**src/rtl/fnsd_cfg.svh**
```systemverilog
// Purpose: constants for the fieldbus node switch decoder
// Assumes: 20 MHz ref_clk
// Notes: switch positions are one based (position one is bit 0)
`ifndef FNSD_CFG_SVH
`define FNSD_CFG_SVH
// ----------------------------------------------------------------
// switch field positions
// ----------------------------------------------------------------
`define FNSD_B1_SIZE_P1 0
`define FNSD_B1_SIZE_P2 1
`define FNSD_B1_RATE_P3 2
`define FNSD_B1_RATE_P4 3
`define FNSD_B2_HOLD_P4 3
`define FNSD_B2_HUND_P8 7
// ----------------------------------------------------------------
// address limits and sizes
// ----------------------------------------------------------------
`define FNSD_ADDR_MIN 9'h001
`define FNSD_ADDR_MAX 9'h07E
`define FNSD_DIGIT_MAX 4'h9
`define FNSD_HUND_WT 9'h064
`define FNSD_TENS_WT 9'h00A
`define FNSD_BYTES_FULL 3'h4
`define FNSD_LEN_IDLE 3'h0
// ----------------------------------------------------------------
// register offsets (byte addresses) and bits
// ----------------------------------------------------------------
`define FNSD_REG_CTRL 4'h0
`define FNSD_REG_STATUS 4'h4
`define FNSD_REG_IRQ_STAT 4'h8
`define FNSD_REG_IRQ_MASK 4'hC
`define FNSD_CTRL_HOLD_EN 0
`define FNSD_IRQ_W 3
`define FNSD_IRQ_CFG_ERR 0
`define FNSD_IRQ_COMM_ERR 1
`define FNSD_IRQ_IDLE 2
// ----------------------------------------------------------------
// timing
// ----------------------------------------------------------------
`define FNSD_CLK_HZ 20000000
`define FNSD_FLASH_HALF_MS 500
`define FNSD_SETTLE_CYC 4'h4
`endif

```
**src/rtl/fnsd_pkg.sv**
```systemverilog
// Purpose: shared types of the fieldbus node switch decoder
// Assumes: constants live in fnsd_cfg.svh
// Notes: none
package fnsd_pkg;
  // raw setting switch inputs
  typedef struct packed {
    logic [7:0] bank_one; // switch_bank_one positions 8..1
    logic [7:0] bank_two; // switch_bank_two positions 8..1
    logic [3:0] tens;     // tens rotary digit
    logic [3:0] units;    // units rotary digit
  } fnsd_switch_t;
  // internal unit-to-unit link rate
  typedef enum logic [1:0] {RATE_1M, RATE_500K, RATE_250K, RATE_125K} fnsd_rate_t;
  // decoded configuration
  typedef struct packed {
    logic [8:0] node_addr;
    logic [2:0] out_bytes;
    fnsd_rate_t link_rate;
    logic hold_switch;
  } fnsd_conf_t;
  // output data packet from the fieldbus engine
  typedef struct packed {
    logic valid;
    logic [2:0] len;
    logic [31:0] data;
  } fnsd_pkt_t;
  // start-up sampling sequence
  typedef enum logic [1:0] {ST_SETTLE, ST_LATCH, ST_RUN} fnsd_state_t;
endpackage : fnsd_pkg

```
**src/rtl/fnsd_sync.sv**
```systemverilog
// Purpose: two flip-flop synchroniser for pin levels
// Assumes: synchronous active high reset
// Notes: only stage two is visible outside
`timescale 1ns/1ps
`default_nettype none
module fnsd_sync #(
  parameter int W = 24
) (
  input wire logic ref_clk,
  input wire logic rst,
  input wire logic [W-1:0] d,
  output logic [W-1:0] q
);
  logic [W-1:0] stage1; // first stage, read by stage two only
  // two stage capture
  always_ff @(posedge ref_clk) begin
    if (rst) begin
      stage1 <= '0;
      q <= '0;
    end else begin
      stage1 <= d;
      q <= stage1;
    end
  end
endmodule : fnsd_sync
`default_nettype wire

```
**src/rtl/fnsd_flasher.sv**
```systemverilog
// Purpose: square wave for flashing fault indicators
// Assumes: HALF is the half period in clock cycles
// Notes: phase restarts while en is low
`timescale 1ns/1ps
`default_nettype none
module fnsd_flasher #(
  parameter int HALF = 10000000
) (
  input wire logic ref_clk,
  input wire logic rst,
  input wire logic en,
  output logic blink
);
  localparam int CW = $clog2(HALF + 1);
  localparam logic [CW-1:0] LAST = CW'(HALF - 1);
  logic [CW-1:0] cnt; // cycles in current half period
  // count half periods, toggle at each end
  always_ff @(posedge ref_clk) begin
    if (rst || !en) begin
      cnt <= '0;
      blink <= 1'b0;
    end else if (cnt == LAST) begin
      cnt <= '0;
      blink <= ~blink;
    end else begin
      cnt <= cnt + 1'b1;
    end
  end
endmodule : fnsd_flasher
`default_nettype wire

```
**src/rtl/fnsd_top.sv**
```systemverilog
// Purpose: decode setting switches into node configuration and apply output policy
// Assumes: switches are pins; packets and comm error come from same-clock logic
// Notes: registers on classic Wishbone, 32-bit words
//
// Functional notes
// - address is hundreds switch plus two rotaries
// - address zero or above 126 flashes faults
// - all switches off give factory defaults
// - bank one positions 1-2 select output bytes
// - bank one positions 3-4 select link rate
// - on error, clear or hold per switch
// - hold switch used only when parameter enables
// - zero length packet means idle, safe action
`timescale 1ns/1ps
`default_nettype none
`include "fnsd_cfg.svh"
module fnsd_top #(
  parameter int FLASH_HALF_CYC = `FNSD_FLASH_HALF_MS * (`FNSD_CLK_HZ / 1000)
) (
  input wire logic ref_clk,
  input wire logic rst,
  // setting switches, asynchronous pins
  input wire fnsd_pkg::fnsd_switch_t switch_pins,
  // fieldbus engine side
  input wire fnsd_pkg::fnsd_pkt_t out_pkt,
  input wire logic comm_err,
  // decoded configuration
  output fnsd_pkg::fnsd_conf_t conf,
  output logic cfg_loaded,
  output logic cfg_error,
  output logic [31:0] valve_out,
  output logic system_fault_indicator,
  output logic bus_fault_indicator,
  output logic irq,
  // classic Wishbone slave
  input wire logic wb_cyc_i,
  input wire logic wb_stb_i,
  input wire logic wb_we_i,
  input wire logic [3:0] wb_adr_i,
  input wire logic [3:0] wb_sel_i,
  input wire logic [31:0] wb_dat_i,
  output logic [31:0] wb_dat_o,
  output logic wb_ack_o
);
  import fnsd_pkg::*;

  // ----------------------------------------------------------------
  // helper functions
  // ----------------------------------------------------------------
  // node address from hundreds switch and rotaries
  function automatic logic [8:0] addr_of(input fnsd_switch_t s);
    logic [8:0] h;
    // hundreds switch adds a fixed weight; the tens digit is scaled
    h = s.bank_two[`FNSD_B2_HUND_P8] ? `FNSD_HUND_WT : 9'h000;
    return h + 9'(s.tens) * `FNSD_TENS_WT + 9'(s.units);
  endfunction : addr_of

  // output byte count from the size pair
  function automatic logic [2:0] bytes_of(input fnsd_switch_t s);
    return `FNSD_BYTES_FULL - {1'b0, s.bank_one[`FNSD_B1_SIZE_P1],
                               s.bank_one[`FNSD_B1_SIZE_P2]};
  endfunction : bytes_of

  // link rate from the rate pair
  function automatic fnsd_rate_t rate_of(input fnsd_switch_t s);
    return fnsd_rate_t'({s.bank_one[`FNSD_B1_RATE_P3], s.bank_one[`FNSD_B1_RATE_P4]});
  endfunction : rate_of

  // byte mask for the active output size
  function automatic logic [31:0] mask_of(input logic [2:0] n);
    logic [31:0] m;
    m = 32'h0000_0000;
    for (int i = 0; i < 4; i++) begin
      if (i < int'(n)) m[i*8 +: 8] = 8'hFF;
    end
    return m;
  endfunction : mask_of

  // ----------------------------------------------------------------
  // switch synchroniser and start-up latch
  // ----------------------------------------------------------------
  fnsd_switch_t sw_sync; // switches after two flops
  fnsd_state_t state; // start-up sequence state
  logic [3:0] settle; // settle count after reset
  logic [2:0] irq_stat; // sticky event bits
  logic [2:0] irq_mask; // event enables
  logic [2:0] irq_evt; // one-cycle events
  logic ctrl_hold_en; // parameter enabling the hold switch
  logic hold_eff; // effective hold action
  logic idle_state; // master in clear mode
  logic comm_err_q; // previous comm error level
  logic blink; // flash phase
  logic rd_stat; // read of the interrupt status register this cycle
  logic wb_hit; // new bus request
  logic [8:0] dec_addr; // address from synchronised switches

  fnsd_sync #(.W($bits(fnsd_switch_t))) u_sync (
    .ref_clk(ref_clk),
    .rst(rst),
    .d(switch_pins),
    .q(sw_sync)
  );

  assign dec_addr = addr_of(sw_sync);

  // settle, latch once, then run until the next reset
  always_ff @(posedge ref_clk) begin
    if (rst) begin
      state <= ST_SETTLE;
      settle <= 4'h0;
    end else begin
      case (state)
        ST_SETTLE: begin
          settle <= settle + 4'h1;
          if (settle == `FNSD_SETTLE_CYC) state <= ST_LATCH;
        end
        ST_LATCH: state <= ST_RUN;
        ST_RUN: state <= ST_RUN;
        default: state <= ST_SETTLE;
      endcase
    end
  end

  // decoded configuration, defaults match all switches off
  always_ff @(posedge ref_clk) begin
    if (rst) begin
      conf.node_addr <= 9'h000;
      conf.out_bytes <= `FNSD_BYTES_FULL;
      conf.link_rate <= RATE_1M;
      conf.hold_switch <= 1'b0;
      cfg_loaded <= 1'b0;
      cfg_error <= 1'b0;
    end else if (state == ST_LATCH) begin
      conf.node_addr <= dec_addr;
      conf.out_bytes <= bytes_of(sw_sync);
      conf.link_rate <= rate_of(sw_sync);
      conf.hold_switch <= sw_sync.bank_two[`FNSD_B2_HOLD_P4];
      cfg_loaded <= 1'b1;
      // out of range, or a rotary past nine
      cfg_error <= (dec_addr < `FNSD_ADDR_MIN) || (dec_addr > `FNSD_ADDR_MAX) ||
                   (sw_sync.tens > `FNSD_DIGIT_MAX) ||
                   (sw_sync.units > `FNSD_DIGIT_MAX);
    end
  end

  // ----------------------------------------------------------------
  // fault indicators
  // ----------------------------------------------------------------
  fnsd_flasher #(.HALF(FLASH_HALF_CYC)) u_flash (
    .ref_clk(ref_clk),
    .rst(rst),
    .en(cfg_error),
    .blink(blink)
  );

  // both flash together on a bad address; bus fault lit on comm error
  always_ff @(posedge ref_clk) begin
    if (rst) begin
      system_fault_indicator <= 1'b0;
      bus_fault_indicator <= 1'b0;
    end else if (cfg_error) begin
      system_fault_indicator <= blink;
      bus_fault_indicator <= blink;
    end else begin
      system_fault_indicator <= 1'b0;
      bus_fault_indicator <= comm_err;
    end
  end

  // ----------------------------------------------------------------
  // output policy
  // ----------------------------------------------------------------
  assign hold_eff = ctrl_hold_en & conf.hold_switch;

  // zero length packet enters idle, any data packet leaves it
  always_ff @(posedge ref_clk) begin
    if (rst) begin
      idle_state <= 1'b0;
    end else if (out_pkt.valid) begin
      idle_state <= (out_pkt.len == `FNSD_LEN_IDLE);
    end
  end

  // valve outputs: data masked to size, or safe action
  always_ff @(posedge ref_clk) begin
    if (rst || !cfg_loaded || cfg_error) begin
      valve_out <= 32'h0000_0000;
    end else if (comm_err || idle_state) begin
      if (!hold_eff) valve_out <= 32'h0000_0000;
    end else if (out_pkt.valid && out_pkt.len != `FNSD_LEN_IDLE) begin
      valve_out <= out_pkt.data & mask_of(conf.out_bytes);
    end
  end

  // ----------------------------------------------------------------
  // events and interrupt
  // ----------------------------------------------------------------
  always_ff @(posedge ref_clk) begin
    if (rst) comm_err_q <= 1'b0;
    else comm_err_q <= comm_err;
  end

  // one-cycle event sources feeding the sticky bits
  assign irq_evt[`FNSD_IRQ_CFG_ERR] = (state == ST_LATCH) &&
      ((dec_addr < `FNSD_ADDR_MIN) || (dec_addr > `FNSD_ADDR_MAX));
  assign irq_evt[`FNSD_IRQ_COMM_ERR] = comm_err & ~comm_err_q;
  assign irq_evt[`FNSD_IRQ_IDLE] = out_pkt.valid && out_pkt.len == `FNSD_LEN_IDLE;

  // sticky bits; a read clears, a new event in that cycle wins
  always_ff @(posedge ref_clk) begin
    if (rst) irq_stat <= 3'h0;
    else irq_stat <= (rd_stat ? 3'h0 : irq_stat) | irq_evt;
  end

  // level interrupt while an unmasked bit is set
  always_ff @(posedge ref_clk) begin
    if (rst) irq <= 1'b0;
    else irq <= |(((rd_stat ? 3'h0 : irq_stat) | irq_evt) & irq_mask);
  end

  // ----------------------------------------------------------------
  // Wishbone slave, one wait state, ack for one cycle
  // ----------------------------------------------------------------
  assign wb_hit = wb_cyc_i && wb_stb_i && !wb_ack_o;
  assign rd_stat = wb_hit && !wb_we_i && (wb_adr_i == `FNSD_REG_IRQ_STAT);

  always_ff @(posedge ref_clk) begin
    if (rst) wb_ack_o <= 1'b0;
    else wb_ack_o <= wb_hit;
  end

  // writable registers, low byte lane carries the bits
  always_ff @(posedge ref_clk) begin
    if (rst) begin
      ctrl_hold_en <= 1'b0;
      irq_mask <= 3'h0;
    end else if (wb_hit && wb_we_i && wb_sel_i[0]) begin
      case (wb_adr_i)
        `FNSD_REG_CTRL: ctrl_hold_en <= wb_dat_i[`FNSD_CTRL_HOLD_EN];
        `FNSD_REG_IRQ_MASK: irq_mask <= wb_dat_i[`FNSD_IRQ_W-1:0];
        default: ;
      endcase
    end
  end

  // read data; unmapped offsets read zero
  always_ff @(posedge ref_clk) begin
    if (rst) begin
      wb_dat_o <= 32'h0000_0000;
    end else if (wb_hit && !wb_we_i) begin
      case (wb_adr_i)
        `FNSD_REG_CTRL: wb_dat_o <= {31'h0, ctrl_hold_en};
        `FNSD_REG_STATUS: wb_dat_o <= {13'h0, idle_state, hold_eff, cfg_loaded,
                                       cfg_error, conf.link_rate, conf.out_bytes,
                                       conf.hold_switch, conf.node_addr};
        `FNSD_REG_IRQ_STAT: wb_dat_o <= {29'h0, irq_stat};
        `FNSD_REG_IRQ_MASK: wb_dat_o <= {29'h0, irq_mask};
        default: wb_dat_o <= 32'h0000_0000;
      endcase
    end
  end

  // ----------------------------------------------------------------
  // assertions
  // ----------------------------------------------------------------
  property p_addr;
    @(posedge ref_clk) disable iff (rst)
      $rose(cfg_loaded) |-> conf.node_addr == $past(dec_addr);
  endproperty
  a_addr: assert property (p_addr) else $error("node address mismatch");

  property p_err;
    @(posedge ref_clk) disable iff (rst)
      $rose(cfg_loaded) &&
      (conf.node_addr < `FNSD_ADDR_MIN || conf.node_addr > `FNSD_ADDR_MAX)
      |-> cfg_error;
  endproperty
  a_err: assert property (p_err) else $error("bad address not flagged");

  property p_flash;
    @(posedge ref_clk) disable iff (rst)
      cfg_error |=> system_fault_indicator == bus_fault_indicator;
  endproperty
  a_flash: assert property (p_flash) else $error("fault indicators differ");

  property p_dflt;
    @(posedge ref_clk) rst |=> conf.node_addr == 9'h000 &&
      conf.out_bytes == `FNSD_BYTES_FULL &&
      conf.link_rate == RATE_1M && !conf.hold_switch;
  endproperty
  a_dflt: assert property (p_dflt) else $error("reset defaults wrong");

  property p_size;
    @(posedge ref_clk) disable iff (rst)
      $rose(cfg_loaded) |-> conf.out_bytes == bytes_of($past(sw_sync)) &&
      conf.out_bytes != 3'h0;
  endproperty
  a_size: assert property (p_size) else $error("output size mismatch");

  property p_rate;
    @(posedge ref_clk) disable iff (rst)
      $rose(cfg_loaded) |-> conf.link_rate == rate_of($past(sw_sync));
  endproperty
  a_rate: assert property (p_rate) else $error("link rate mismatch");

  property p_clear;
    @(posedge ref_clk) disable iff (rst)
      comm_err && !hold_eff |=> valve_out == 32'h0000_0000;
  endproperty
  a_clear: assert property (p_clear) else $error("outputs not cleared");

  property p_hold;
    @(posedge ref_clk) disable iff (rst)
      cfg_loaded && !cfg_error && comm_err && hold_eff |=> $stable(valve_out);
  endproperty
  a_hold: assert property (p_hold) else $error("outputs not held");

  property p_ign;
    @(posedge ref_clk) disable iff (rst)
      !ctrl_hold_en && conf.hold_switch && comm_err |=> valve_out == 32'h0000_0000;
  endproperty
  a_ign: assert property (p_ign) else $error("hold switch not ignored");

  property p_idle;
    @(posedge ref_clk) disable iff (rst)
      out_pkt.valid && out_pkt.len == `FNSD_LEN_IDLE ##1 !hold_eff && !out_pkt.valid
      |=> valve_out == 32'h0000_0000;
  endproperty
  a_idle: assert property (p_idle) else $error("idle did not clear");

  property p_frz;
    @(posedge ref_clk) disable iff (rst) cfg_loaded |=> $stable(conf);
  endproperty
  a_frz: assert property (p_frz) else $error("config changed after load");

  // main scenarios that the bench should reach
  c_cfg_err: cover property (@(posedge ref_clk) disable iff (rst) $rose(cfg_error));
  c_idle: cover property (@(posedge ref_clk) disable iff (rst) $rose(idle_state));
  c_hold: cover property (@(posedge ref_clk) disable iff (rst) comm_err && hold_eff);
  c_irq: cover property (@(posedge ref_clk) disable iff (rst) irq ##1 rd_stat);
  c_leave: cover property (@(posedge ref_clk) disable iff (rst) $fell(idle_state));
endmodule : fnsd_top
`default_nettype wire

```
**config.mk**
```make
export PLATFORM = sky130hd
export DESIGN_NAME = fnsd_top
export DESIGN_NICKNAME = d
export VERILOG_FILES = /design/src/rtl/fnsd_pkg.sv /design/src/rtl/fnsd_sync.sv /design/src/rtl/fnsd_flasher.sv /design/src/rtl/fnsd_top.sv
export VERILOG_INCLUDE_DIRS = /design/src /design/src/rtl
export SDC_FILE = /design/constraint.sdc
export NUM_CORES = 1
export LEC_CHECK = 0
export BUFFER_PORTS_ARGS = -buffer_cell sky130_fd_sc_hd__clkbuf_2
export CAP_MARGIN = 30
export CORE_MARGIN = 2
export CORE_UTILIZATION = 25
export DETAILED_ROUTE_END_ITERATION = 8
export GPL_ROUTABILITY_DRIVEN = 0
export RECOVER_POWER = 50
export SLEW_MARGIN = 25
export SYNTH_ARGS = -nofsm -noshare
export SYNTH_HDL_FRONTEND = slang
export SYNTH_SLANG_ARGS = --single-unit
export TNS_END_PERCENT = 20
```
**constraint.sdc**
```tcl
create_clock -name ref_clk -period 4.5 [get_ports ref_clk]
set_clock_uncertainty 0.15 [all_clocks]
set_input_delay 0.675 -clock ref_clk [delete_from_list [all_inputs] [get_ports ref_clk]]
set_output_delay 0.675 -clock ref_clk [all_outputs]
set_load 0.03 [all_outputs]
```
==> results.sh <==
export IMPL_nFillCells=2379
export IMPL_worstRegToRegCells=11
export IMPL_hpwl_um=9971
export IMPL_path_common_cell="clkbuf_1"
export IMPL_rows=55
export IMPL_ant_nets=0
export IMPL_grt_pass1_wl_um=21850
export IMPL_ir_drop_mv=0.2476
export IMPL_synth_seq_cells=140
export IMPL_syn_inst=609
export IMPL_cap_violations=1
export IMPL_grt_max_degree=78
export IMPL_crit_slowest_cell="clkbuf_1"
export IMPL_drc=0
export IMPL_drt_iter0_drc=289
export IMPL_pre_cts_slack_ns=1.156
export IMPL_multi_input_area_um2=2660
export IMPL_synth_ff_type="dfxtp_1"
export IMPL_postRouteWirelength_um=13980
export IMPL_clock_root_buffer="clkbuf_16"
export IMPL_crit_fanout=77
export IMPL_crit_chain="clkbuf_1 -> clkbuf_1 -> nor2b_1"
export IMPL_final_nets=867
export IMPL_tightestPinTransition_ns=3.521
export IMPL_grt_usage_pct=11.61
export IMPL_setup_ws_ns=0.8575
export IMPL_hold_end="u_sync.q[16]"
export IMPL_ios=191
export IMPL_layout_common_cells="dfxtp_1 (140), nor2_1 (105), clkbuf_2 (85)"
export IMPL_arrival_ns=3.62
export IMPL_synth_edf_count=0
export IMPL_drive_gt1_share_pct=17.71
export IMPL_die_x_um=155.0
export IMPL_power_frac_clock_pct=45.7
export IMPL_clk_path_buf_depth=2
export IMPL_clk_pin_slew_ns=0.06
export IMPL_maxSlewViolCount=78
export IMPL_seqCellArea_um2=2803
export IMPL_fp_dieH_um=155.0
export IMPL_swShare_pct=26.60
export IMPL_p_sw_w=0.0009098
export IMPL_hold_viol_final=0
export IMPL_yosysUniqueCellTypes=53
export IMPL_ys_seq_area_share_pct=49.14
export IMPL_postCtsResizedCells=0
export IMPL_seqPwrFrac_pct=40.0
export IMPL_p_int_w=0.002510
export IMPL_regToRegSetupSlack_ns=1.03
export IMPL_vias_per_cell=4.339
export IMPL_final_setup_tns_ns=0
export IMPL_fp_coreArea_um2=22500
export IMPL_area_growth_pct=25.93
export IMPL_comb_power_share_pct=14.4
export IMPL_grt_pass1_vias=4172
export IMPL_max_slew_margin_pct=-134.7
export IMPL_syn_area_um2=5703
export IMPL_min_path_cells=1
export IMPL_r2r_start="u_sync.q[5]"
export IMPL_crit_path_end_kind="flip-flop"
export IMPL_clk_latency_ns=0.42
export IMPL_cp_required_ns=4.48
export IMPL_cts_setup_buffers=0
export IMPL_vias=4495
export IMPL_grt_overflow=0
export IMPL_worstReg2RegEnd="cfg_error"
export IMPL_antenna_found_initial=0
export IMPL_die_area_um2=24040
export IMPL_hold_start="u_sync.stage1[16]"
export IMPL_start_util_pct=25.34
export IMPL_async_reset_ff_share_pct=0
export IMPL_cts_tree="yes"
export IMPL_final_min_clock_period_ns=3.643
export IMPL_postCtsHoldBufs=0
export IMPL_p_leak_nw=2.788
export IMPL_finalPower_w=0.003420
export IMPL_setup_violations=0
export IMPL_violations="max-capacitance violations, max-slew violations"
export IMPL_status="finished, violations left"
export IMPL_avgRoutedWirePerCell_um=13.49
export IMPL_layout_commonest_cell="dfxtp_1"
export IMPL_timing_worst_setup_path_type="input pin to flip-flop"
export IMPL_first_pass_iters=4
export IMPL_ys_warn_count=0
export IMPL_worst_setup_path_start_kind="input pin"
export IMPL_pwr_density_cell_nw_per_um2=476.2
export IMPL_htree_levels=4
export IMPL_cts_buffers=17
export IMPL_syn_area_per_cell_um2=9.364
export IMPL_port_buffer_count=135
export IMPL_clock_sinks=140
export IMPL_max_freq_ghz=0.2745
export IMPL_holdCritPathClass="flip-flop to flip-flop"
export IMPL_post_dp_cell_area_um2=6591
export IMPL_rsz0062_at_grt="false"
export IMPL_min_period_over_period_pct=80.95
export IMPL_stdcell_area_um2=7182
export IMPL_antenna_cells=0
export IMPL_max_stage_delay_ns=2.53
logic make-up (layout without fill, tap and decap cells):
kind of cell / count (synthesis) / in the layout / synth area share [%]
multiplexers: 20 / 20 / 3.773
flip-flops: 140 / 140 / 49.14
XOR/XNOR: 26 / 26 / 3.993
AND/OR/NAND/NOR: 252 / 252 / 21.98
other: 1 / 13 / 0.06576
buffers and inverters: 57 / 187 / 4.980
AO/OA/AOI/OAI: 90 / 90 / 10.62
adder cells (fa/ha/maj): 23 / 23 / 5.441
critical path: cells and delay by family:
kind,cells,cell delay [ns]
buffers and inverters,2,2.74
AND/OR/NAND/NOR,1,0.21
power groups by stage:
stage | registers [W] | clock network [W] | logic, W
after floorplan | 0.00144 | 0 | 0.000315
after global placement | 0.00139 | 0 | 0.000498
after detailed placement | 0.00140 | 0 | 0.000500
after CTS | 0.00137 | 0.00161 | 0.000502
after global routing | 0.00138 | 0.00166 | 0.000551
final | 0.00137 | 0.00156 | 0.000491
routing by layer:
metal  part of all wire [%]  routed length (um)  GRT usage (%)  up-vias
met5                      0                   0              0        -
met4                    1.7                 236          3.968        0
met3                    6.1                 854          3.983       16
met2                     44                6132          18.73      110
met1                     48                6752          14.48     2038
li1                       -                   -              -     2331
cells in the mapped netlist, types with 6 or more instances:
| cell | number | area [um^2] |
|---|---|---|
| a21oi_1 | 24 | 120.1 |
| a22oi_1 | 40 | 300.3 |
| and3_1 | 8 | 50.05 |
| buf_4 | 13 | 97.59 |
| clkbuf_1 | 19 | 71.32 |
| dfxtp_1 | 140 | 2803 |
| ha_1 | 20 | 250.2 |
| inv_1 | 14 | 52.55 |
| mux2i_1 | 17 | 170.2 |
| nand2_1 | 31 | 116.4 |
| nand2b_1 | 6 | 37.54 |
| nand3_1 | 26 | 130.1 |
| nand4_1 | 7 | 43.79 |
| nor2_1 | 104 | 390.4 |
| nor2b_1 | 36 | 225.2 |
| nor3_1 | 6 | 30.03 |
| o21ai_0 | 7 | 35.03 |
| xnor2_1 | 8 | 70.07 |
| xor2_1 | 18 | 157.7 |
registers in the layout, summed over array words and instances, names as in the netlist, 2 cells and up:
register / count
u_flash.cnt: 24
settle: 4
u_sync.q: 14
irq_mask: 3
u_sync.stage1: 14
valve_out: 32
irq_stat: 3
state: 2
conf: 15
wb_dat_o: 19
how the worst max path moves through the flow:
| stage | endpoint | startpoint | cells after the start | slack, ns |
|---|---|---|---|---|
| finish | u_sync.q[0] | rst | 3 | 0.86 |
| global route | u_sync.stage1[6] | rst | 3 | 0.51 |
| CTS | irq_stat[0] | u_sync.q[5] | 11 | 1.15 |
| detailed placement | cfg_error | u_sync.q[5] | 11 | 1.16 |
| global placement | cfg_error | u_sync.q[5] | 11 | 1.18 |
| floorplan | cfg_error | u_sync.q[5] | 11 | 1.39 |
cell type report:
cell class	count	share of cell area, %
inverters	15	0.7840
repair buffers	140	9.007
well taps	285	4.965
clock buffers	21	6.551
flip-flops and latches	140	39.02
clock inverters	11	2.631
multi-input cells	424	37.04
metrics by stage:
step,util [%],hold WS (ns),std cells
5_1_grt,31.92,0.3018,1036
4_1_cts,32.22,0.2851,1036
3_3_place_gp,29.29,0.2758,1004
6_report,31.92,0.2838,1036
3_5_place_dp,29.29,0.2704,1004
2_1_floorplan,-,0.2638,621
No activity file was read; power rests on OpenSTA's default activity.
